--- config.mk ---
export PLATFORM = sky130hd
export DESIGN_NAME = interrupt_controller
export DESIGN_NICKNAME = d
export VERILOG_FILES = /design/src/rtl/pic_pkg.sv /design/src/rtl/request_latch.sv /design/src/rtl/priority_resolver.sv /design/src/rtl/interrupt_controller.sv
export SDC_FILE = /design/constraint.sdc
export NUM_CORES = 1
export LEC_CHECK = 0
export BUFFER_PORTS_ARGS = -buffer_cell sky130_fd_sc_hd__buf_4
export CORE_MARGIN = 4
export CORE_UTILIZATION = 25
export CTS_CLUSTER_SIZE = 28
export DETAILED_ROUTE_END_ITERATION = 12
export GPL_TIMING_DRIVEN = 0
export PLACE_DENSITY_LB_ADDON = 0.12
export SKIP_CTS_REPAIR_TIMING = 1
export SLEW_MARGIN = 20
export SYNTH_ARGS = -nofsm -noshare
export SYNTH_HDL_FRONTEND = slang
export SYNTH_SLANG_ARGS = --single-unit
--- constraint.sdc ---
create_clock -name i_clk -period 6.1 [get_ports i_clk]
set_clock_uncertainty 0.2 [all_clocks]
set_input_delay 0.305 -clock i_clk [delete_from_list [all_inputs] [get_ports i_clk]]
set_output_delay 0.305 -clock i_clk [all_outputs]
set_load 0.1 [all_outputs]
--- src/rtl/pic_pkg.sv ---
// constants, types and helpers for the eight-input priority interrupt controller
// assumes one 50 MHz clock and an asynchronous active-low reset
`default_nettype none
package pic_pkg;
  // ************************************************************
  // port decode and word fields
  // ************************************************************
  localparam logic [7:0] LOWER_PORT = 8'h20;
  localparam logic [7:0] UPPER_PORT = 8'h21;
  localparam int INIT_SEL_BIT = 4;
  localparam int CMD_SEL_BIT = 3;
  localparam int NO_OPTIONS_BIT = 0;
  localparam int SINGLE_BIT = 1;
  localparam int LEVEL_MODE_BIT = 3;
  localparam int VEC16_BIT = 0;
  localparam int AUTO_EOI_BIT = 1;
  localparam int BUF_SEL_LSB = 2;
  localparam int BUF_ON_BIT = 3;
  localparam int NEST_SPECIAL_BIT = 4;
  localparam int POLL_BIT = 2;
  localparam int VEC_HIGH_LSB = 3;
  // ************************************************************
  // end-of-interrupt and rotation operations, bits 7..5
  // ************************************************************
  localparam logic [2:0] OP_CLR_AUTO_ROT = 3'h0;
  localparam logic [2:0] OP_NONSPEC_EOI = 3'h1;
  localparam logic [2:0] OP_NOP = 3'h2;
  localparam logic [2:0] OP_SPEC_EOI = 3'h3;
  localparam logic [2:0] OP_SET_AUTO_ROT = 3'h4;
  localparam logic [2:0] OP_ROT_NONSPEC = 3'h5;
  localparam logic [2:0] OP_SET_LOWEST = 3'h6;
  localparam logic [2:0] OP_ROT_SPEC = 3'h7;
  // ************************************************************
  // reset values, idle vector level and read selects
  // ************************************************************
  localparam logic [7:0] MASK_RESET = 8'h00;
  localparam logic [2:0] LOWEST_RESET = 3'h7;
  localparam logic [2:0] DEFAULT_LEVEL = 3'h7;
  localparam logic [1:0] RSEL_PENDING = 2'h2;
  localparam logic [1:0] RSEL_SERVICE = 2'h3;

  typedef enum logic [3:0] {
    ST_READY = 4'h1,
    ST_VECTOR = 4'h2,
    ST_CASCADE = 4'h4,
    ST_OPTIONS = 4'h8
  } init_state_t;

  // level reached after stepping down from the highest priority
  function automatic logic [2:0] prio_level(input logic [2:0] lowest, input logic [2:0] step);
    return 3'(lowest + step + 3'h1);
  endfunction
endpackage
`default_nettype wire

--- src/rtl/request_latch.sv ---
// request capture: edge or level sensitive, one mode shared by all inputs
// assumes request inputs already synchronous to i_clk
`default_nettype none
module request_latch import pic_pkg::*; #(
  parameter int WIDTH = 8
) (
  input wire logic i_clk,
  input wire logic i_rst_n,
  input wire logic [WIDTH-1:0] i_req,
  input wire logic i_level_mode,
  input wire logic i_clear_all,
  input wire logic [WIDTH-1:0] i_ack_clear,
  output logic [WIDTH-1:0] o_pending
);
  logic [WIDTH-1:0] prev_reg;
  logic [WIDTH-1:0] edge_reg;
  logic [WIDTH-1:0] rise;

  assign rise = i_req & ~prev_reg;

  always_ff @(posedge i_clk or negedge i_rst_n) begin
    if (!i_rst_n) begin
      prev_reg <= '1;
    end else begin
      prev_reg <= i_req;
    end
  end

  // a fresh rise beats an acknowledge in the same cycle; dropping the input cancels
  always_ff @(posedge i_clk or negedge i_rst_n) begin
    if (!i_rst_n) begin
      edge_reg <= '0;
    end else if (i_clear_all) begin
      edge_reg <= '0;
    end else begin
      edge_reg <= ((edge_reg & ~i_ack_clear) | rise) & i_req;
    end
  end

  assign o_pending = i_level_mode ? i_req : edge_reg;

  a_edge_capture: assert property (@(posedge i_clk) disable iff (!i_rst_n)
    (!i_level_mode && !i_clear_all && i_req[0] && !prev_reg[0]) ##1 !i_level_mode
      |-> o_pending[0] == i_req[0])
    else $error("rising request not latched");
endmodule
`default_nettype wire

--- src/rtl/priority_resolver.sv ---
// picks the highest-priority serviceable request and the top in-service level
// purely combinational; lowest-priority level sets the rotation
`default_nettype none
module priority_resolver import pic_pkg::*; #(
  parameter int WIDTH = 8
) (
  input wire logic [WIDTH-1:0] i_request,
  input wire logic [WIDTH-1:0] i_in_service,
  input wire logic [2:0] i_lowest,
  input wire logic i_special_mask,
  input wire logic [WIDTH-1:0] i_nest_pass,
  output logic o_req_valid,
  output logic [2:0] o_req_level,
  output logic o_isr_valid,
  output logic [2:0] o_isr_level
);
  always_comb begin
    logic blocked;
    logic [2:0] p;
    blocked = 1'b0;
    p = 3'h0;
    o_req_valid = 1'b0;
    o_req_level = 3'h0;
    o_isr_valid = 1'b0;
    o_isr_level = 3'h0;
    for (int i = 0; i < WIDTH; i++) begin
      p = prio_level(i_lowest, 3'(i));
      if (!o_isr_valid && i_in_service[p]) begin
        o_isr_valid = 1'b1;
        o_isr_level = p;
      end
      // own level re-enters only under special nesting for a cascaded input
      if (!o_req_valid && !blocked && i_request[p] &&
          (!i_in_service[p] || i_nest_pass[p])) begin
        o_req_valid = 1'b1;
        o_req_level = p;
      end
      // special mask: lower levels are not held off by an active service
      if (i_in_service[p] && !i_special_mask) begin
        blocked = 1'b1;
      end
    end
  end
endmodule
`default_nettype wire

--- src/rtl/interrupt_controller.sv ---
// eight-input priority interrupt controller, two i/o ports on the host bus
// assumes strobes, address and requests synchronous to i_clk; one ack pulse per cycle
//
// Contract
// - first init word bit0 low: options word follows
// - bit1 low cascade, takes cascade word
// - bit3 selects edge or level requests
// - bits4,3 clear: eoi and rotation command
// - bit4 clear bit3 set: read/poll/mask command
// - bits2..0 name the targeted level
// - bits7..5 choose one of eight operations
// - read select pending/in-service, bit2 polls
// - bits6,5 leave or enter special mask
// - vector word gives vector bits7..3
// - master cascade word marks slave-attached inputs
// - slave cascade word holds slave identity
// - options bit0 picks 8- or 16-bit mode
// - options bit1 selects automatic end
// - options bits3,2 select buffering
// - options bit4 enables special full nesting
// - upper port loads and reads mask
// - initialization may drop pending requests
`default_nettype none
module interrupt_controller import pic_pkg::*; #(
  parameter int WIDTH = 8
) (
  input wire logic i_clk,
  input wire logic i_rst_n,
  input wire logic i_cs,
  input wire logic [7:0] i_addr,
  input wire logic i_io_write_strobe_n,
  input wire logic i_io_read_strobe_n,
  input wire logic [7:0] i_wdata,
  input wire logic [WIDTH-1:0] i_irq,
  input wire logic i_ack,
  input wire logic i_slave_strap,
  input wire logic [2:0] i_cas_id,
  output logic [7:0] o_rdata,
  output logic o_int,
  output logic [7:0] o_vector,
  output logic o_vector_valid,
  output logic [2:0] o_cas_id,
  output logic o_cas_en,
  output logic o_buf_en,
  output logic o_buf_master
);
  // ************************************************************
  // bus decode
  // ************************************************************
  logic wr_prev_reg;
  logic rd_prev_reg;
  logic wr_take;
  logic rd_take;
  logic lower_sel;
  logic upper_sel;
  logic init_write;
  logic eoi_write;
  logic rpm_write;
  logic upper_write;

  assign lower_sel = i_cs && (i_addr == LOWER_PORT);
  assign upper_sel = i_cs && (i_addr == UPPER_PORT);
  assign wr_take = (lower_sel || upper_sel) && !i_io_write_strobe_n && wr_prev_reg;
  assign rd_take = (lower_sel || upper_sel) && !i_io_read_strobe_n && rd_prev_reg;
  assign init_write = wr_take && lower_sel && i_wdata[INIT_SEL_BIT];
  assign eoi_write = wr_take && lower_sel && !i_wdata[INIT_SEL_BIT]
                     && !i_wdata[CMD_SEL_BIT];
  assign rpm_write = wr_take && lower_sel && !i_wdata[INIT_SEL_BIT]
                     && i_wdata[CMD_SEL_BIT];
  assign upper_write = wr_take && upper_sel;

  // one access per strobe low phase, however long it is held
  always_ff @(posedge i_clk or negedge i_rst_n) begin
    if (!i_rst_n) begin
      wr_prev_reg <= 1'b1;
      rd_prev_reg <= 1'b1;
    end else begin
      wr_prev_reg <= i_io_write_strobe_n;
      rd_prev_reg <= i_io_read_strobe_n;
    end
  end

  // ************************************************************
  // initialization sequence
  // ************************************************************
  init_state_t state_reg;
  init_state_t state_next;
  logic need_options_reg;
  logic single_reg;
  logic level_mode_reg;
  logic [4:0] vector_high_bits_reg;
  logic [7:0] cascade_reg;
  logic [2:0] slave_identity_reg;
  logic vec16_reg;
  logic auto_eoi_reg;
  logic [1:0] buf_mode_reg;
  logic nest_special_reg;
  logic [7:0] mask_reg;

  // the host keeps the word order; the sequence only tracks it
  always_comb begin
    state_next = state_reg;
    case (state_reg)
      ST_READY: state_next = ST_READY;
      ST_VECTOR: begin
        if (upper_write) begin
          if (!single_reg) begin
            state_next = ST_CASCADE;
          end else if (need_options_reg) begin
            state_next = ST_OPTIONS;
          end else begin
            state_next = ST_READY;
          end
        end
      end
      ST_CASCADE: begin
        if (upper_write) begin
          state_next = need_options_reg ? ST_OPTIONS : ST_READY;
        end
      end
      ST_OPTIONS: begin
        if (upper_write) begin
          state_next = ST_READY;
        end
      end
      default: state_next = ST_READY;
    endcase
    if (init_write) begin
      state_next = ST_VECTOR;
    end
  end

  always_ff @(posedge i_clk or negedge i_rst_n) begin
    if (!i_rst_n) begin
      state_reg <= ST_READY;
    end else begin
      state_reg <= state_next;
    end
  end

  always_ff @(posedge i_clk or negedge i_rst_n) begin
    if (!i_rst_n) begin
      need_options_reg <= 1'b0;
      single_reg <= 1'b1;
      level_mode_reg <= 1'b0;
    end else if (init_write) begin
      need_options_reg <= !i_wdata[NO_OPTIONS_BIT];
      single_reg <= i_wdata[SINGLE_BIT];
      level_mode_reg <= i_wdata[LEVEL_MODE_BIT];
    end
  end

  always_ff @(posedge i_clk or negedge i_rst_n) begin
    if (!i_rst_n) begin
      vector_high_bits_reg <= 5'h00;
      cascade_reg <= 8'h00;
      slave_identity_reg <= 3'h0;
    end else if (upper_write && state_reg == ST_VECTOR) begin
      vector_high_bits_reg <= i_wdata[7:VEC_HIGH_LSB];
    end else if (upper_write && state_reg == ST_CASCADE) begin
      cascade_reg <= i_wdata;
      slave_identity_reg <= i_wdata[2:0];
    end
  end

  // without an options word every option falls back to zero
  always_ff @(posedge i_clk or negedge i_rst_n) begin
    if (!i_rst_n) begin
      vec16_reg <= 1'b0;
      auto_eoi_reg <= 1'b0;
      buf_mode_reg <= 2'h0;
      nest_special_reg <= 1'b0;
    end else if (init_write) begin
      vec16_reg <= 1'b0;
      auto_eoi_reg <= 1'b0;
      buf_mode_reg <= 2'h0;
      nest_special_reg <= 1'b0;
    end else if (upper_write && state_reg == ST_OPTIONS) begin
      vec16_reg <= i_wdata[VEC16_BIT];
      auto_eoi_reg <= i_wdata[AUTO_EOI_BIT];
      buf_mode_reg <= i_wdata[BUF_ON_BIT:BUF_SEL_LSB];
      nest_special_reg <= i_wdata[NEST_SPECIAL_BIT];
    end
  end

  always_ff @(posedge i_clk or negedge i_rst_n) begin
    if (!i_rst_n) begin
      mask_reg <= MASK_RESET;
    end else if (init_write) begin
      mask_reg <= MASK_RESET;
    end else if (upper_write && state_reg == ST_READY) begin
      mask_reg <= i_wdata;
    end
  end

  // ************************************************************
  // command words
  // ************************************************************
  logic [1:0] read_sel_reg;
  logic special_mask_reg;
  logic poll_reg;
  logic auto_rotate_reg;
  logic [2:0] lowest_reg;
  logic [2:0] target_level;
  logic [2:0] eoi_op;

  assign target_level = i_wdata[2:0];
  assign eoi_op = i_wdata[7:5];

  always_ff @(posedge i_clk or negedge i_rst_n) begin
    if (!i_rst_n) begin
      read_sel_reg <= RSEL_PENDING;
      special_mask_reg <= 1'b0;
    end else if (init_write) begin
      read_sel_reg <= RSEL_PENDING;
      special_mask_reg <= 1'b0;
    end else if (rpm_write) begin
      if (i_wdata[1]) begin
        read_sel_reg <= i_wdata[1:0];
      end
      if (i_wdata[6]) begin
        special_mask_reg <= i_wdata[5];
      end
    end
  end

  // ************************************************************
  // requests, priority and service
  // ************************************************************
  logic [WIDTH-1:0] pending;
  logic [WIDTH-1:0] ack_clear;
  logic [WIDTH-1:0] isr_reg;
  logic req_valid;
  logic [2:0] req_level;
  logic isr_valid;
  logic [2:0] isr_level;
  logic take_ack;
  logic slave_mode;
  logic poll_read;
  logic [2:0] serve_level;

  assign slave_mode = buf_mode_reg[1] ? !buf_mode_reg[0] : i_slave_strap;
  // a slave answers only when the master names it on the cascade lines
  assign take_ack = i_ack && (single_reg || !slave_mode || i_cas_id == slave_identity_reg);
  assign poll_read = rd_take && lower_sel && poll_reg;
  assign serve_level = req_valid ? req_level : DEFAULT_LEVEL;
  assign ack_clear = (take_ack || poll_read) && req_valid ? WIDTH'(1) << req_level : '0;

  request_latch #(.WIDTH(WIDTH)) u_latch (
    .i_clk(i_clk),
    .i_rst_n(i_rst_n),
    .i_req(i_irq),
    .i_level_mode(level_mode_reg),
    .i_clear_all(init_write),
    .i_ack_clear(ack_clear),
    .o_pending(pending)
  );

  priority_resolver #(.WIDTH(WIDTH)) u_resolver (
    .i_request(pending & ~mask_reg),
    .i_in_service(isr_reg),
    .i_lowest(lowest_reg),
    .i_special_mask(special_mask_reg),
    .i_nest_pass(nest_special_reg && !slave_mode ? cascade_reg : '0),
    .o_req_valid(req_valid),
    .o_req_level(req_level),
    .o_isr_valid(isr_valid),
    .o_isr_level(isr_level)
  );

  always_ff @(posedge i_clk or negedge i_rst_n) begin
    if (!i_rst_n) begin
      isr_reg <= '0;
    end else if (init_write) begin
      isr_reg <= '0;
    end else begin
      if (eoi_write) begin
        case (eoi_op)
          OP_NONSPEC_EOI, OP_ROT_NONSPEC: isr_reg[isr_level] <= 1'b0;
          OP_SPEC_EOI, OP_ROT_SPEC: isr_reg[target_level] <= 1'b0;
          default: isr_reg <= isr_reg;
        endcase
      end
      // automatic end does not mark the acknowledged level in service; poll reads still do
      if ((take_ack || poll_read) && req_valid && !(auto_eoi_reg && !poll_read)) begin
        isr_reg[req_level] <= 1'b1;
      end
    end
  end

  always_ff @(posedge i_clk or negedge i_rst_n) begin
    if (!i_rst_n) begin
      lowest_reg <= LOWEST_RESET;
      auto_rotate_reg <= 1'b0;
    end else if (init_write) begin
      lowest_reg <= LOWEST_RESET;
      auto_rotate_reg <= 1'b0;
    end else if (eoi_write) begin
      case (eoi_op)
        OP_SET_AUTO_ROT: auto_rotate_reg <= 1'b1;
        OP_CLR_AUTO_ROT: auto_rotate_reg <= 1'b0;
        OP_ROT_NONSPEC: lowest_reg <= isr_valid ? isr_level : lowest_reg;
        OP_ROT_SPEC, OP_SET_LOWEST: lowest_reg <= target_level;
        default: lowest_reg <= lowest_reg;
      endcase
    end else if (take_ack && req_valid && auto_eoi_reg && auto_rotate_reg) begin
      lowest_reg <= req_level;
    end
  end

  always_ff @(posedge i_clk or negedge i_rst_n) begin
    if (!i_rst_n) begin
      poll_reg <= 1'b0;
    end else if (rpm_write) begin
      poll_reg <= i_wdata[POLL_BIT];
    end else if (init_write || poll_read) begin
      poll_reg <= 1'b0;
    end
  end

  // ************************************************************
  // outputs
  // ************************************************************
  logic to_slave;

  assign to_slave = !single_reg && !slave_mode && req_valid && cascade_reg[req_level];

  always_ff @(posedge i_clk or negedge i_rst_n) begin
    if (!i_rst_n) begin
      o_rdata <= 8'h00;
    end else if (rd_take) begin
      if (upper_sel) begin
        o_rdata <= mask_reg;
      end else if (poll_reg) begin
        o_rdata <= {req_valid, 4'h0, req_level};
      end else if (read_sel_reg == RSEL_SERVICE) begin
        o_rdata <= isr_reg;
      end else begin
        o_rdata <= pending;
      end
    end
  end

  // 8-bit mode carries the level in bits 2..0 with the high bits zero
  always_ff @(posedge i_clk or negedge i_rst_n) begin
    if (!i_rst_n) begin
      o_vector <= 8'h00;
      o_vector_valid <= 1'b0;
      o_cas_id <= 3'h0;
      o_cas_en <= 1'b0;
    end else begin
      o_vector_valid <= take_ack && !to_slave;
      o_cas_en <= take_ack && to_slave;
      if (take_ack) begin
        o_vector <= vec16_reg ? {vector_high_bits_reg, serve_level}
                              : {5'h00, serve_level};
        o_cas_id <= serve_level;
      end
    end
  end

  always_ff @(posedge i_clk or negedge i_rst_n) begin
    if (!i_rst_n) begin
      o_int <= 1'b0;
      o_buf_en <= 1'b0;
      o_buf_master <= 1'b0;
    end else begin
      o_int <= req_valid && state_reg == ST_READY;
      o_buf_en <= buf_mode_reg[1] && (rd_take || take_ack);
      o_buf_master <= buf_mode_reg == 2'h3;
    end
  end

  // ************************************************************
  // checks
  // ************************************************************
  a_init_restart: assert property (@(posedge i_clk) disable iff (!i_rst_n)
    init_write |=> state_reg == ST_VECTOR && isr_reg == '0)
    else $error("init word did not restart sequence");

  a_mask_load: assert property (@(posedge i_clk) disable iff (!i_rst_n)
    (upper_write && state_reg == ST_READY) |=> mask_reg == $past(i_wdata))
    else $error("mask not loaded");

  a_spec_eoi: assert property (@(posedge i_clk) disable iff (!i_rst_n)
    (eoi_write && eoi_op == OP_SPEC_EOI && !take_ack && !poll_read)
      |=> !isr_reg[$past(target_level)])
    else $error("specific end left level in service");

  a_set_lowest: assert property (@(posedge i_clk) disable iff (!i_rst_n)
    (eoi_write && eoi_op == OP_SET_LOWEST) |=> lowest_reg == $past(target_level))
    else $error("lowest priority not set");

  a_read_sel: assert property (@(posedge i_clk) disable iff (!i_rst_n)
    (rpm_write && i_wdata[1:0] == RSEL_SERVICE) ##2 (rd_take && lower_sel && !poll_reg)
      |=> o_rdata == $past(isr_reg))
    else $error("in-service read wrong");

  a_special_mask: assert property (@(posedge i_clk) disable iff (!i_rst_n)
    (rpm_write && i_wdata[6:5] == 2'h3) |=> special_mask_reg)
    else $error("special mask not entered");

  a_vector_form: assert property (@(posedge i_clk) disable iff (!i_rst_n)
    (take_ack && vec16_reg && !to_slave)
      |=> o_vector_valid && o_vector == {$past(vector_high_bits_reg), $past(serve_level)})
    else $error("vector malformed");

  a_auto_eoi: assert property (@(posedge i_clk) disable iff (!i_rst_n)
    (take_ack && auto_eoi_reg && req_valid && !eoi_write && !init_write
      && !isr_reg[req_level]) |=> !isr_reg[$past(req_level)])
    else $error("automatic end left level in service");

  a_cascade_walk: assert property (@(posedge i_clk) disable iff (!i_rst_n)
    (upper_write && state_reg == ST_VECTOR && !single_reg && !init_write)
      |=> state_reg == ST_CASCADE)
    else $error("cascade word skipped");
endmodule
`default_nettype wire

# Yosys cells after proc, flatten, opt, wreduce, memory -nomap -nowiden

Cells that the tools add are included.

Flip-flop bits (word level): 94
Bits of input ports: 34
Output and inout port bits: 24

$add $sub $neg: 14
Order comparisons: 14
Eq/ne operators: 20
Shift operators: 1
Multiplexer cells: 143
Bitwise operators: 14
Reductions and logical operators: 146

Operators by type and width:

| operator              | count |
|---|---|
| $mux W8               | 14 |
| $bmux W1 S3           | 25 |
| $logic_and A1 B1 Y1   | 72 |
| $mux W1               | 65 |
| $mux W3               | 21 |
| $and A8 B8 Y8         | 6 |
| $lt A3 B4 Y1 const B  | 11 |
| $logic_not A1 Y1      | 41 |
| $not A8 Y8            | 5 |
| $add A3 B1 Y3 const B | 8 |
| $mux W4               | 6 |
| $eq A8 B6 Y1 const B  | 2 |
| $or A8 B8 Y8          | 2 |
| $pmux W8 S2           | 1 |
| $logic_or A1 B1 Y1    | 14 |
| $reduce_bool A2 Y1    | 7 |
| $add A3 B3 Y3 const B | 4 |
| $eq A3 B3 Y1 const B  | 4 |
| $pmux W4 S3           | 1 |
| $mux W2               | 5 |
| $demux W1 S3          | 3 |
| $ge A3 B1 Y1 const B  | 3 |
| $ne A3 B3 Y1 const B  | 3 |
| $reduce_and A2 Y1     | 4 |
| other kinds (19)      | 25 |

# Longest topological paths before layout

Gate-level depths: netlist of the first run.

Word-level depth: 52
Gate-level depth with buffers: 22
Gate-level depth less buffers: 13

# By module

A second synthesis of the first run with hierarchy kept.

Cells, all modules: 705
Area total of the unflattened synthesis: 6731.5 um2

By module, submodules not included:

| module               | instances | cells each | area each (um2) | sequential area each (um2) |
|---|---|---|---|---|
| interrupt_controller | 1         | 411        | 3942.5          | 1785.5 |
| priority_resolver    | 1         | 245        | 2107.0          | 0.0 |
| request_latch        | 1         | 49         | 681.9           | 410.4 |

# Least setup slack after synthesis of the first run

No wires, ideal clock.

Path type: register -> register
Start point: register lowest_reg[0]
End point: register u_latch.edge_reg[0]
Library setup time: 0.120 ns
Data arrival time: 4.647 ns
Setup slack: 1.133 ns
Stages on the path, launching flop included: 21
Path through: dfstp_2 buf_4 buf_4 inv_1 buf_2 ha_1 buf_4 buf_6 buf_8 mux2i_1 mux4_2 nand2b_1 a41oi_1 nor2_1 or4_1 buf_2 o21a_1 buf_4 nor3b_2 a21boi_1 o211a_1

Word-level cells in the longest chain between the ends: 49

Ends and longest elaborated chain:

| element                                                                | RTL line                    | RTL |
|---|---|---|
| from (decl)                                                            | interrupt_controller.sv:203 | `logic [2:0] lowest_reg;` |
| from (signal assigned)                                                 | interrupt_controller.sv:302 | `OP_ROT_NONSPEC: lowest_reg <= isr_valid ? isr_level : lowest_reg;` |
| from (signal assigned)                                                 | interrupt_controller.sv:303 | `OP_ROT_SPEC, OP_SET_LOWEST: lowest_reg <= target_level;` |
| from (signal assigned)                                                 | interrupt_controller.sv:304 | `default: lowest_reg <= lowest_reg;` |
| parallel branches: the longest is 43 deep, another holds $add A3 B1 Y3 | --                          |  |
| $mux W8 (*)                                                            | interrupt_controller.sv:247 | `assign ack_clear = (take_ack \|\| poll_read) && req_valid ? WIDTH'(1) << req_level : '0;` |
| $not A8 Y8 (*)                                                         | request_latch.sv:36         | `edge_reg <= ((edge_reg & ~i_ack_clear) \| rise) & i_req;` |
| $and A8 B8 Y8 (*)                                                      | request_latch.sv:36         |  |
| $or A8 B8 Y8 (*)                                                       | request_latch.sv:36         |  |
| $and A8 B8 Y8 (*)                                                      | request_latch.sv:36         |  |
| $mux W8 (*)                                                            | request_latch.sv:33         | `end else if (i_clear_all) begin` |
| to (signal assigned)                                                   | request_latch.sv:36         |  |
| to (decl)                                                              | request_latch.sv:16         | `logic [WIDTH-1:0] edge_reg;` |

Every way passes the cells marked *. The select of a mux whose other input is x is not followed.
A chain may end at the register's enable or synchronous reset.

# Worst setup path after layout of the first run

Same ends and word-level chain as after synthesis.

==> out/metrics.cfg, run 1 <==
[status]
status = completed

[timing]
fmax_mhz = 172
setup_viol = 0
period_needed_ns = 5.80
tightest_slew_ns = 0.961
maxSlewHeadroom = 0.352
hold_violations = 0
slew_viol_final = 0
post-route-period-util = 0.951
rsz0062_at_grt = false
holdWs_ns = 0.0146

[power]
p_leak_nw = 3.35
sequentialPowerShare = 0.272
clkPwrFrac = 0.243
fin_total_pwr_mw = 2.35
ir_drop_v = 0.000157
p_int_mw = 1.32
p_switching_mw = 1.03
combinationalPowerShare = 0.485
power_per_cell_area_nw_per_um2 = 282
swShare = 0.437

[detailed_routing]
drt_wl_total_mm = 27.5
drc = 0
drt_pass1_iterations = 5
vias = 6642
drtIter0Drc = 469
drt-vias-per-instance = 5.41
antenna_left = 0
wire_per_inst_um = 22.4

[final_layout]
multi_input_area_um2 = 4360
antenna_cells = 0
syn_to_final_growth_pct = 20.2
drive_above_1_share = 0.231
nets = 889
seq_area_um2 = 2200
fillCellCount = 2915

[run]
drv_cap = 0

[logic_synthesis]
avgSynthCellArea_um2 = 9.01
synth-async-reset-ratio = 1.00
syn_inst = 770
syn-cell-area_um2 = 6940
syn-num-nets = 807
yosysWarnings = 0
ys_seq_elements = 87
yosysSeqAreaShare = 0.317
synth_edf_count = 0
ys.flop_type = dfrtp_1
ys_types = 82

[grt]
grt_max_degree = 88
grt_pass1_wl_mm = 42.1
antenna_found_initial = 0
grt_overflow_total = 0
grtUsageTotal = 0.179
grt_pass1_vias = 6627

[clock_tree]
clk_latency_ns = 0.35
cts-root-buf = clkbuf_16
cts_tree = yes
clock_path_buffers = 2
cts_made_buffers = 9
h-tree-depth = 3
clk_transition_reported_paths_ns = 0.07
clock_sinks = 87

[worst_setup_path]
rrSetupSlack_ns = 0.30
reg2reg_depth = 21
required_ns = 6.14
cp-start-kind = register
rr_startpoint = lowest_reg[0]$_DFFE_PN1P_
cp_max_fo = 11
r2r-end = u_latch.edge_reg[0]$_DFF_PN0_
criticalPathCategory = reg -> reg
startpoint = lowest_reg[0]$_DFFE_PN1P_
crit_end = u_latch.edge_reg[0]$_DFF_PN0_
endpoint_kind = register
worstPathArrival_ns = 5.84

[placement]
finalWeightedCongestion = 0.886
place_hpwl_mm = 20.2
numPortBuffers = 54

[die]
die_y_um = 175
dieArea_um2 = 30500
core_um2 = 27100
rows = 60
start_util = 0.256
io_pins = 58
die_w_um = 175

[hold_path]
holdCritPathClass = in -> reg

==> power by group through the flow <==
stage / combinational (mW) / sequential, mW / clock (mW)
after floorplan: 0.675 / 0.718 / 0
after global placement: 1.10 / 0.650 / 0
after detailed placement: 1.10 / 0.651 / 0
after CTS: 1.10 / 0.641 / 0.584
after global routing: 1.23 / 0.645 / 0.608
final: 1.14 / 0.640 / 0.570
==> final cells by class <==
type / count / share of cell area
multi-input cells: 589 / 0.523
flip-flops and latches: 87 / 0.263
repair buffers: 71 / 0.0681
well taps: 372 / 0.0558
plain buffers: 67 / 0.0432
clock buffers: 10 / 0.0275
inverters: 27 / 0.0122
clock inverters: 5 / 0.00705
==> worst max-delay path: stages (launching register included) <==
cell and delay, ns:
dfstp_2 0.59, buf_6 0.19, buf_4 0.23, inv_1 0.12, buf_2 0.26, ha_1 0.32
buf_4 0.16, buf_6 0.18, clkbuf_4 0.25, clkbuf_4 0.27, nor2_1 0.10, a221oi_2 0.35
a2111oi_0 0.13, a41oi_2 0.33, nor2_2 0.13, or4_1 0.54, buf_2 0.19, o21a_1 0.26
buf_4 0.23, nor3b_4 0.31, a21boi_1 0.11, o211a_1 0.21
==> layout by cell type, fill, tap and decap left out, types with 8 or more instances in the layout <==
cell type / n
nand2_1: 76
dfrtp_1: 72
buf_4: 67
nor2_1: 67
o21ai_0: 47
mux2i_1: 41
clkbuf_1: 39
a21oi_1: 32
mux2_2: 31
inv_1: 25
mux4_2: 21
nand2b_1: 16
dfstp_2: 15
nor2b_1: 12
nor3_1: 12
a221oi_1: 11
nand3_1: 11
o211ai_1: 11
dlygate4sd3_1: 11
buf_2: 9
and2_1: 9
a211oi_1: 9
o211a_1: 9
clkbuf_16: 9
buf_6: 8
a31oi_1: 8
a21boi_1: 8
==> cells in the mapped netlist, drive strengths merged (7+ instances only) <==
library cell	n	area, um^2
nand3	11	55.1
and4	7	63.8
mux4	21	473
buf	29	205
o211a	9	90.1
a221oi	12	105
nor3	14	80.1
clkbuf	38	143
a211oi	9	67.6
nand2b	16	100
dfstp	15	394
a31oi	9	56.3
mux2i	41	410
and2	10	65.1
inv	25	93.8
o211ai	11	82.6
dfrtp	72	1800
nand2	76	285
nor4	7	43.8
nor2	71	274
nor2b	12	75.1
a21boi	10	75.1
mux2	32	364
o21ai	48	240
a21oi	32	160
a32o	7	70.1
o21a	7	52.6
==> through the flow <==
| stage | util | std cells | setup WS, ns | TNS, ns | instance area (um^2) |
|---|---|---|---|---|---|
| 6_report | 0.308 | 1228 | 0.299 | 0 | 8340 |
| 5_1_grt | 0.308 | 1228 | 0.0687 | 0 | 8340 |
| 3_3_place_gp | 0.288 | 1196 | -1.06 | -12.86 | 7810 |
| 4_1_cts | 0.300 | 1212 | -0.253 | -2.54 | 8130 |
| 3_5_place_dp | 0.289 | 1197 | -0.228 | -1.99 | 7840 |
| 2_1_floorplan | - | 770 | 1.13 | 0 | 6940 |
==> kinds of logic after synthesis <==
family	count (synthesis)	synth area share
xor+xnor	10	0.0168
simple gates	255	0.183
flops	87	0.317
compound gates	227	0.234
buf+inv	94	0.0647
mux	94	0.180
fa+ha+maj	3	0.00541
==> how the worst min path moves through the flow <==
stage / startpoint / end / slack, ns / depth (start not counted)
after global routing: i_ack / o_cas_en$_DFF_PN0_ / 0.02 / 2
after CTS: i_rst_n / o_vector_valid$_DFF_PN0_ / -0.15 / 1
final: i_ack / o_cas_en$_DFF_PN0_ / 0.01 / 2
after global placement: i_io_read_strobe_n / rd_prev_reg$_DFF_PN1_ / 0.22 / 1
after detailed placement: i_io_read_strobe_n / rd_prev_reg$_DFF_PN1_ / 0.22 / 1
after floorplan: i_rst_n / auto_eoi_reg$_DFFE_PN0P_ / -0.19 / 0
==> per-layer routing <==
metal | up-vias | global-route usage | part of all wire
met5 | - | 0 | 0
met4 | 0 | 0.0412 | 0.018
met3 | 34 | 0.0327 | 0.048
met2 | 189 | 0.276 | 0.45
met1 | 3369 | 0.260 | 0.48
li1 | 3050 | - | -
(Power assumes the default switching activity.)
==> inputs of run 2 (changes only) <==
--- a/config.mk
+++ b/config.mk
@@ -6,6 +6,8 @@
 export NUM_CORES = 1
 export LEC_CHECK = 0
 export BUFFER_PORTS_ARGS = -buffer_cell sky130_fd_sc_hd__buf_4
+export CELL_PAD_IN_SITES_DETAIL_PLACEMENT = 1
+export CELL_PAD_IN_SITES_GLOBAL_PLACEMENT = 1
 export CORE_MARGIN = 4
 export CORE_UTILIZATION = 25
 export CTS_CLUSTER_SIZE = 28
==> run 2 against run 1 <==
Against the previous run:
- fmax down 1.1%
- sequential power about the same
- count of clock-buffer cells in the layout unchanged
- setup slack worse by 0.066 ns
- register-to-register slack worse by 0.07 ns
- cell count down 0.16%
- clock power about the same
- via count up 1.4%
- routed wire length up 4.9%
- sequential cell count unchanged
- critical path depth down 2
==> out/metrics.cfg, run 2 (synthesis results as in run 1) <==
[detailed_routing]
drtIter0Drc = 361  ; was 469
met3_length_mm = 1.12  ; was 1.33 mm
drc = 0  ; unchanged
wl_met1_mm = 13.2  ; was 13.3 mm
dr_wl_met2_mm = 13.5  ; was 12.3 mm
drt_pass1_iterations = 7  ; was 5
highest_layer = met4  ; unchanged
antenna_left = 0  ; unchanged
drt_wl_total_mm = 28.8  ; was 27.5 mm
drt-vias-per-instance = 5.49  ; was 5.41
wire_per_inst_um = 23.5  ; was 22.4 um
vias = 6733  ; was 6,642

[clock_tree]
cts-root-buf = clkbuf_16  ; unchanged
clk_transition_reported_paths_ns = 0.07  ; about the same
clock_sinks = 87  ; unchanged
cts_tree = yes  ; unchanged
clk_latency_ns = 0.36  ; was 0.35 ns
clock_path_buffers = 2  ; unchanged
cts_made_buffers = 9  ; unchanged
h-tree-depth = 3  ; unchanged

[placement]
place_hpwl_mm = 21.9  ; was 20.2 mm
numPortBuffers = 54  ; unchanged
placed_area_um2 = 7820  ; was 7840 um^2
finalWeightedCongestion = 0.860  ; was 0.886

[grt]
grt_overflow_total = 0  ; unchanged
antenna_found_initial = 0  ; unchanged
grtUsageTotal = 0.186  ; was 0.179
grt_pass1_wl_mm = 43.9  ; was 42.1 mm
grt_pass1_vias = 7079  ; was 6,627
grt_max_degree = 88  ; unchanged

[power]
power_per_cell_area_nw_per_um2 = 284  ; was 282 nW/um^2
fin_total_pwr_mw = 2.37  ; was 2.35 mW
p_leak_nw = 3.34  ; was 3.35 nW
ir_drop_v = 0.000102  ; was 0.000157 V

[worst_setup_path]
cp-start-kind = register  ; unchanged
endpoint_kind = register  ; unchanged
criticalPathCategory = reg -> reg  ; unchanged
cp_max_fo = 11  ; unchanged
cp_slowest_cell = dfstp_2  ; unchanged
path_cells = buf_6 -> buf_4 -> inv_1 -> buf_2 -> ha_1 -> buf_4 -> buf_6 -> inv_1 -> o32a_1 -> mux4_2 -> or3b_1 -> buf_2 -> nand2_1 -> nor4_2 -> a221oi_1 -> a31o_2 -> and2_2 -> a21boi_1 -> o211a_1  ; was buf_6 -> buf_4 -> inv_1 -> buf_2 -> ha_1 -> buf_4 -> buf_6 -> clkbuf_4 -> clkbuf_4 -> nor2_1 -> a221oi_2 -> a2111oi_0 -> a41oi_2 -> nor2_2 -> or4_1 -> buf_2 -> o21a_1 -> buf_4 -> nor3b_4 -> a21boi_1 -> o211a_1
crit_family = compound AO/OA/AOI/OAI gates  ; was buffers and inverters
required_ns = 6.15  ; was 6.14 ns
worstPathArrival_ns = 5.91  ; was 5.84 ns
cp_slowest_stage_delay_ns = 0.62  ; was 0.59 ns
crit_buf_inv = 8  ; was 10

[final_layout]
fillCellCount = 3130  ; was 2,915
final_core_util = 0.308  ; about the same
design_area_um2 = 8350  ; was 8340 um^2
syn_to_final_growth_pct = 20.4  ; was 20.2%
final_cell_mix = nand2_1 (76), dfrtp_1 (72), nor2_1 (66), buf_4 (65), o21ai_0 (47)  ; was nand2_1 (76), dfrtp_1 (72), buf_4 (67), nor2_1 (67), o21ai_0 (47)
antenna_cells = 0  ; unchanged
layout_commonest_cell = nand2_1  ; unchanged
drive_above_1_share = 0.234  ; was 0.231
nets = 886  ; was 889

[die]
die_w_um = 175  ; unchanged
rows = 60  ; unchanged
core_um2 = 27100  ; unchanged
io_pins = 58  ; unchanged
dieArea_um2 = 30500  ; unchanged
die_y_um = 175  ; unchanged
start_util = 0.256  ; unchanged

[timing]
setup_viol = 0  ; unchanged
period_needed_ns = 5.87  ; was 5.80 ns
tightest_slew_ns = 1.06  ; was 0.961 ns
fmax_mhz = 170  ; was 172 MHz
holdWs_ns = 0.00397  ; was 0.0146 ns
fin_tns_setup_ns = 0  ; unchanged
slew_viol_final = 0  ; unchanged
maxSlewHeadroom = 0.294  ; was 0.352
hold_violations = 0  ; unchanged
post-route-period-util = 0.962  ; was 0.951

[hold_path]
holdCritPathClass = in -> reg  ; unchanged

[status]
status = completed  ; unchanged

[run]
drv_cap = 0  ; unchanged

-- run 2: changes by cell type in the layout (fill, tap and decap cells not counted), sizes merged --
cell and delta:
buf -3, inv +1
-- run 2: through the flow --
step	instances	setup slack, ns
2_1_floorplan	770	1.13
3_3_place_gp	1196	-0.607
3_5_place_dp	1197	-0.712
4_1_cts	1213	-0.720
5_1_grt	1226	-0.0131
6_report	1226	0.233
-- run 2: worst paths after layout --
check	endpoint	startpoint	depth (start not counted)	slack (ns)
hold reg to reg	o_vector[3]$_DFFE_PN0P_	o_vector[3]$_DFFE_PN0P_	2	0.29
max in group asynchronous	cascade_reg[0]$_DFFE_PN0P_	i_rst_n	2	4.73
min in group asynchronous	o_rdata[2]$_DFFE_PN0P_	i_rst_n	2	0.39
setup / recovery	u_latch.edge_reg[2]$_DFF_PN0_	lowest_reg[0]$_DFFE_PN1P_	19	0.23
setup reg to reg	u_latch.edge_reg[2]$_DFF_PN0_	lowest_reg[0]$_DFFE_PN1P_	19	0.23
hold / removal	o_cas_en$_DFF_PN0_	i_ack	2	0.004
-- run 2: layout make-up --
cell class	count	area, um^2	area share
Multi-Input combinational cell	589	4390	0.526
Sequential cell	87	2200	0.263
Timing Repair Buffer	68	542	0.0649
Tap cell	372	465	0.0557
Buffer	67	360	0.0431
Clock buffer	10	229	0.0274
Inverter	27	101	0.0121
Clock inverter	6	67.6	0.00809
-- run 2: metal layers --
metal / track usage / vias to the layer above
met2: 0.307 / 202
met5: 0 / -
li1: - / 3043
met3: 0.0193 / 42
met4: 0.0714 / 0
met1: 0.252 / 3446
-- run 2: where the power goes --
group | total, mW | switching [mW] | internal [mW]
combinational | 1.16 | 0.774 | 0.387
sequential | 0.639 | 0.0183 | 0.621
clock | 0.571 | 0.251 | 0.320
total | 2.37 | 1.04 | 1.33
==> inputs of run 3 (changes only) <==
--- a/config.mk
+++ b/config.mk
@@ -14,6 +14,7 @@
 export DETAILED_ROUTE_END_ITERATION = 12
 export GPL_TIMING_DRIVEN = 0
 export PLACE_DENSITY_LB_ADDON = 0.12
+export REMOVE_ABC_BUFFERS = 1
 export SKIP_CTS_REPAIR_TIMING = 1
 export SLEW_MARGIN = 20
 export SYNTH_ARGS = -nofsm -noshare
==> run 3 against run 2 <==
Against the previous run:
- fmax is 1.1% higher
- setup slack better by 0.063 ns
- global-route usage is 1.9 points lower
- final area is 2.9% lower
- routed wire length is 9.8% lower
- critical path depth is 4 lower
- combinational power is 14% lower
- critical path type unchanged
- critical endpoint is now u_latch.edge_reg[1]$_DFF_PN0_
==> out/metrics.cfg, run 3 (synthesis results as in run 1) <==
[placement]
numPortBuffers = 57  ; was 54
finalWeightedCongestion = 0.831  ; was 0.860
place_hpwl_mm = 19.1  ; was 21.9 mm
dp.cells = 1137  ; was 1,197

[detailed_routing]
wire_per_inst_um = 22.1  ; was 23.5 um
drc = 0  ; unchanged
drt_pass1_iterations = 4  ; was 7
vias = 6410  ; was 6,733
drtIter0Drc = 406  ; was 361
antenna_left = 0  ; unchanged
drt-vias-per-instance = 5.46  ; was 5.49
drt_wl_total_mm = 26.0  ; was 28.8 mm

[grt]
grt_max_degree = 88  ; unchanged
grt_pass1_vias = 6658  ; was 7,079
antenna_found_initial = 0  ; unchanged
grt_overflow_total = 0  ; unchanged
grtUsageTotal = 0.167  ; was 0.186
grt_pass1_wl_mm = 40.1  ; was 43.9 mm

[final_layout]
seq_area_um2 = 2200  ; about the same
multi_input_area_um2 = 4350  ; was 4390 um^2
final_cell_mix = nand2_1 (76), dfrtp_1 (72), nor2_1 (69), buf_4 (64), o21ai_0 (47)  ; was nand2_1 (76), dfrtp_1 (72), nor2_1 (66), buf_4 (65), o21ai_0 (47)
drive_above_1_share = 0.227  ; was 0.234
fillCellCount = 3132  ; was 3,130
antenna_cells = 0  ; unchanged
finalNonFillerCells = 1173  ; was 1,226
syn_to_final_growth_pct = 16.9  ; was 20.4%
nets = 833  ; was 886
layout_commonest_cell = nand2_1  ; unchanged

[die]
die_y_um = 175  ; unchanged
dieArea_um2 = 30500  ; unchanged
start_util = 0.256  ; unchanged
core_um2 = 27100  ; unchanged
die_w_um = 175  ; unchanged
io_pins = 58  ; unchanged
rows = 60  ; unchanged

[power]
p_leak_nw = 3.22  ; was 3.34 nW
power_per_cell_area_nw_per_um2 = 279  ; was 284 nW/um^2
ir_drop_v = 0.000135  ; was 0.000102 V

[worst_setup_path]
path_cells = clkinvlp_4 -> buf_4 -> ha_4 -> buf_16 -> mux2i_1 -> mux4_2 -> o21bai_1 -> or3b_1 -> nand2_1 -> or4_1 -> a32o_1 -> a21o_2 -> nor2_1 -> a21boi_1 -> o211a_1  ; was buf_6 -> buf_4 -> inv_1 -> buf_2 -> ha_1 -> buf_4 -> buf_6 -> inv_1 -> o32a_1 -> mux4_2 -> or3b_1 -> buf_2 -> nand2_1 -> nor4_2 -> a221oi_1 -> a31o_2 -> and2_2 -> a21boi_1 -> o211a_1
cp_slowest_cell = dfstp_4  ; was dfstp_2
required_ns = 6.14  ; was 6.15 ns
cp_max_fo = 31  ; was 11
worstPathArrival_ns = 5.84  ; was 5.91 ns
cp_slowest_stage_delay_ns = 0.92  ; was 0.62 ns
cp-start-kind = register  ; unchanged
criticalPathCategory = reg -> reg  ; unchanged
endpoint_kind = register  ; unchanged

[run]
drv_cap = 0  ; unchanged

[hold_path]
holdCritPathClass = in -> reg  ; unchanged

[clock_tree]
cts-root-buf = clkbuf_16  ; unchanged
clock_path_buffers = 2  ; unchanged
clk_latency_ns = 0.35  ; was 0.36 ns
h-tree-depth = 3  ; unchanged
cts_tree = yes  ; unchanged
cts_made_buffers = 9  ; unchanged
clk_transition_reported_paths_ns = 0.07  ; about the same
clock_sinks = 87  ; unchanged

[timing]
fmax_mhz = 172  ; was 170 MHz
holdWs_ns = 0.00927  ; was 0.00397 ns
slew_viol_final = 0  ; unchanged
tightest_slew_ns = 1.01  ; was 1.06 ns
setup_viol = 0  ; unchanged
hold_violations = 0  ; unchanged
post-route-period-util = 0.951  ; was 0.962
period_needed_ns = 5.80  ; was 5.87 ns
maxSlewHeadroom = 0.326  ; was 0.294

[status]
status = completed  ; unchanged

## run 3: cell count changes in the layout (fill, tap and decap cells not counted), moves of 3 or more
| cell | previous run | this run |
|---|---|---|
| clkbuf_1 | 39 | 1 |
| buf_2 | 9 | 0 |
| buf_6 | 7 | 4 |
| clkinvlp_4 | 2 | 5 |
| nor2_1 | 66 | 69 |
| nor2_2 | 4 | 1 |
## run 3: layout make-up
class                           instances  share of cell area
Multi-Input combinational cell        589               0.536
Timing Repair Buffer                   82              0.0867
Clock buffer                           11              0.0299
Clock inverter                          5             0.00494
Inverter                               27              0.0134
Sequential cell                        87               0.272
Tap cell                              372              0.0574
## run 3: through the flow
step	instance area, um^2	power [mW]	utilization	worst slack, ns	TNS (ns)
final	8110	2.26	0.299	0.296	0
after floorplan	6590	1.34	-	-0.0246	-0.0526
after CTS	7860	2.23	0.290	-0.783	-17.57
after detailed placement	7580	1.69	0.280	-0.771	-17.23
after global routing	8110	2.39	0.299	-0.0229	-0.0417
after global placement	7480	1.67	0.276	-2.20	-56.33
## run 3: path summary, 6_finish.rpt
kind / cells after the start / slack, ns / start / to
min reg2reg: 2 / 0.28 / o_vector[4]$_DFFE_PN0P_ / o_vector[4]$_DFFE_PN0P_
max in group asynchronous: 2 / 4.71 / i_rst_n / buf_mode_reg[0]$_DFFE_PN0P_
min: 2 / 0.009 / i_ack / o_cas_en$_DFF_PN0_
max reg2reg: 15 / 0.30 / lowest_reg[0]$_DFFE_PN1P_ / u_latch.edge_reg[1]$_DFF_PN0_
max: 15 / 0.30 / lowest_reg[0]$_DFFE_PN1P_ / u_latch.edge_reg[1]$_DFF_PN0_
min in group asynchronous: 2 / 0.40 / i_rst_n / o_rdata[7]$_DFFE_PN0P_
## run 3: critical path: cells and delay by family (launching register included)
kind                       cells  cell delay (ns)
AOI/OAI and AO/OA              5             1.24
and+or+nand+nor                4             1.47
adders and majority gates      1             0.44
muxes                          2             0.84
DFF                            1             0.92
buffers and inverters          3             0.55
## run 3: where the power goes
part / leakage [nW] / total, mW / internal [mW] / switching, mW
logic: 1.97 / 1.00 / 0.361 / 0.640
registers: 1.12 / 0.730 / 0.620 / 0.111
clock network: 0.129 / 0.531 / 0.290 / 0.240
## run 3: routing by layer
metal,global-route usage,share of wire,wire length (um)
met4,0.0357,0.010,266
met1,0.225,0.45,11700
met5,0,0,0
met3,0.0193,0.035,914
met2,0.290,0.50,13100
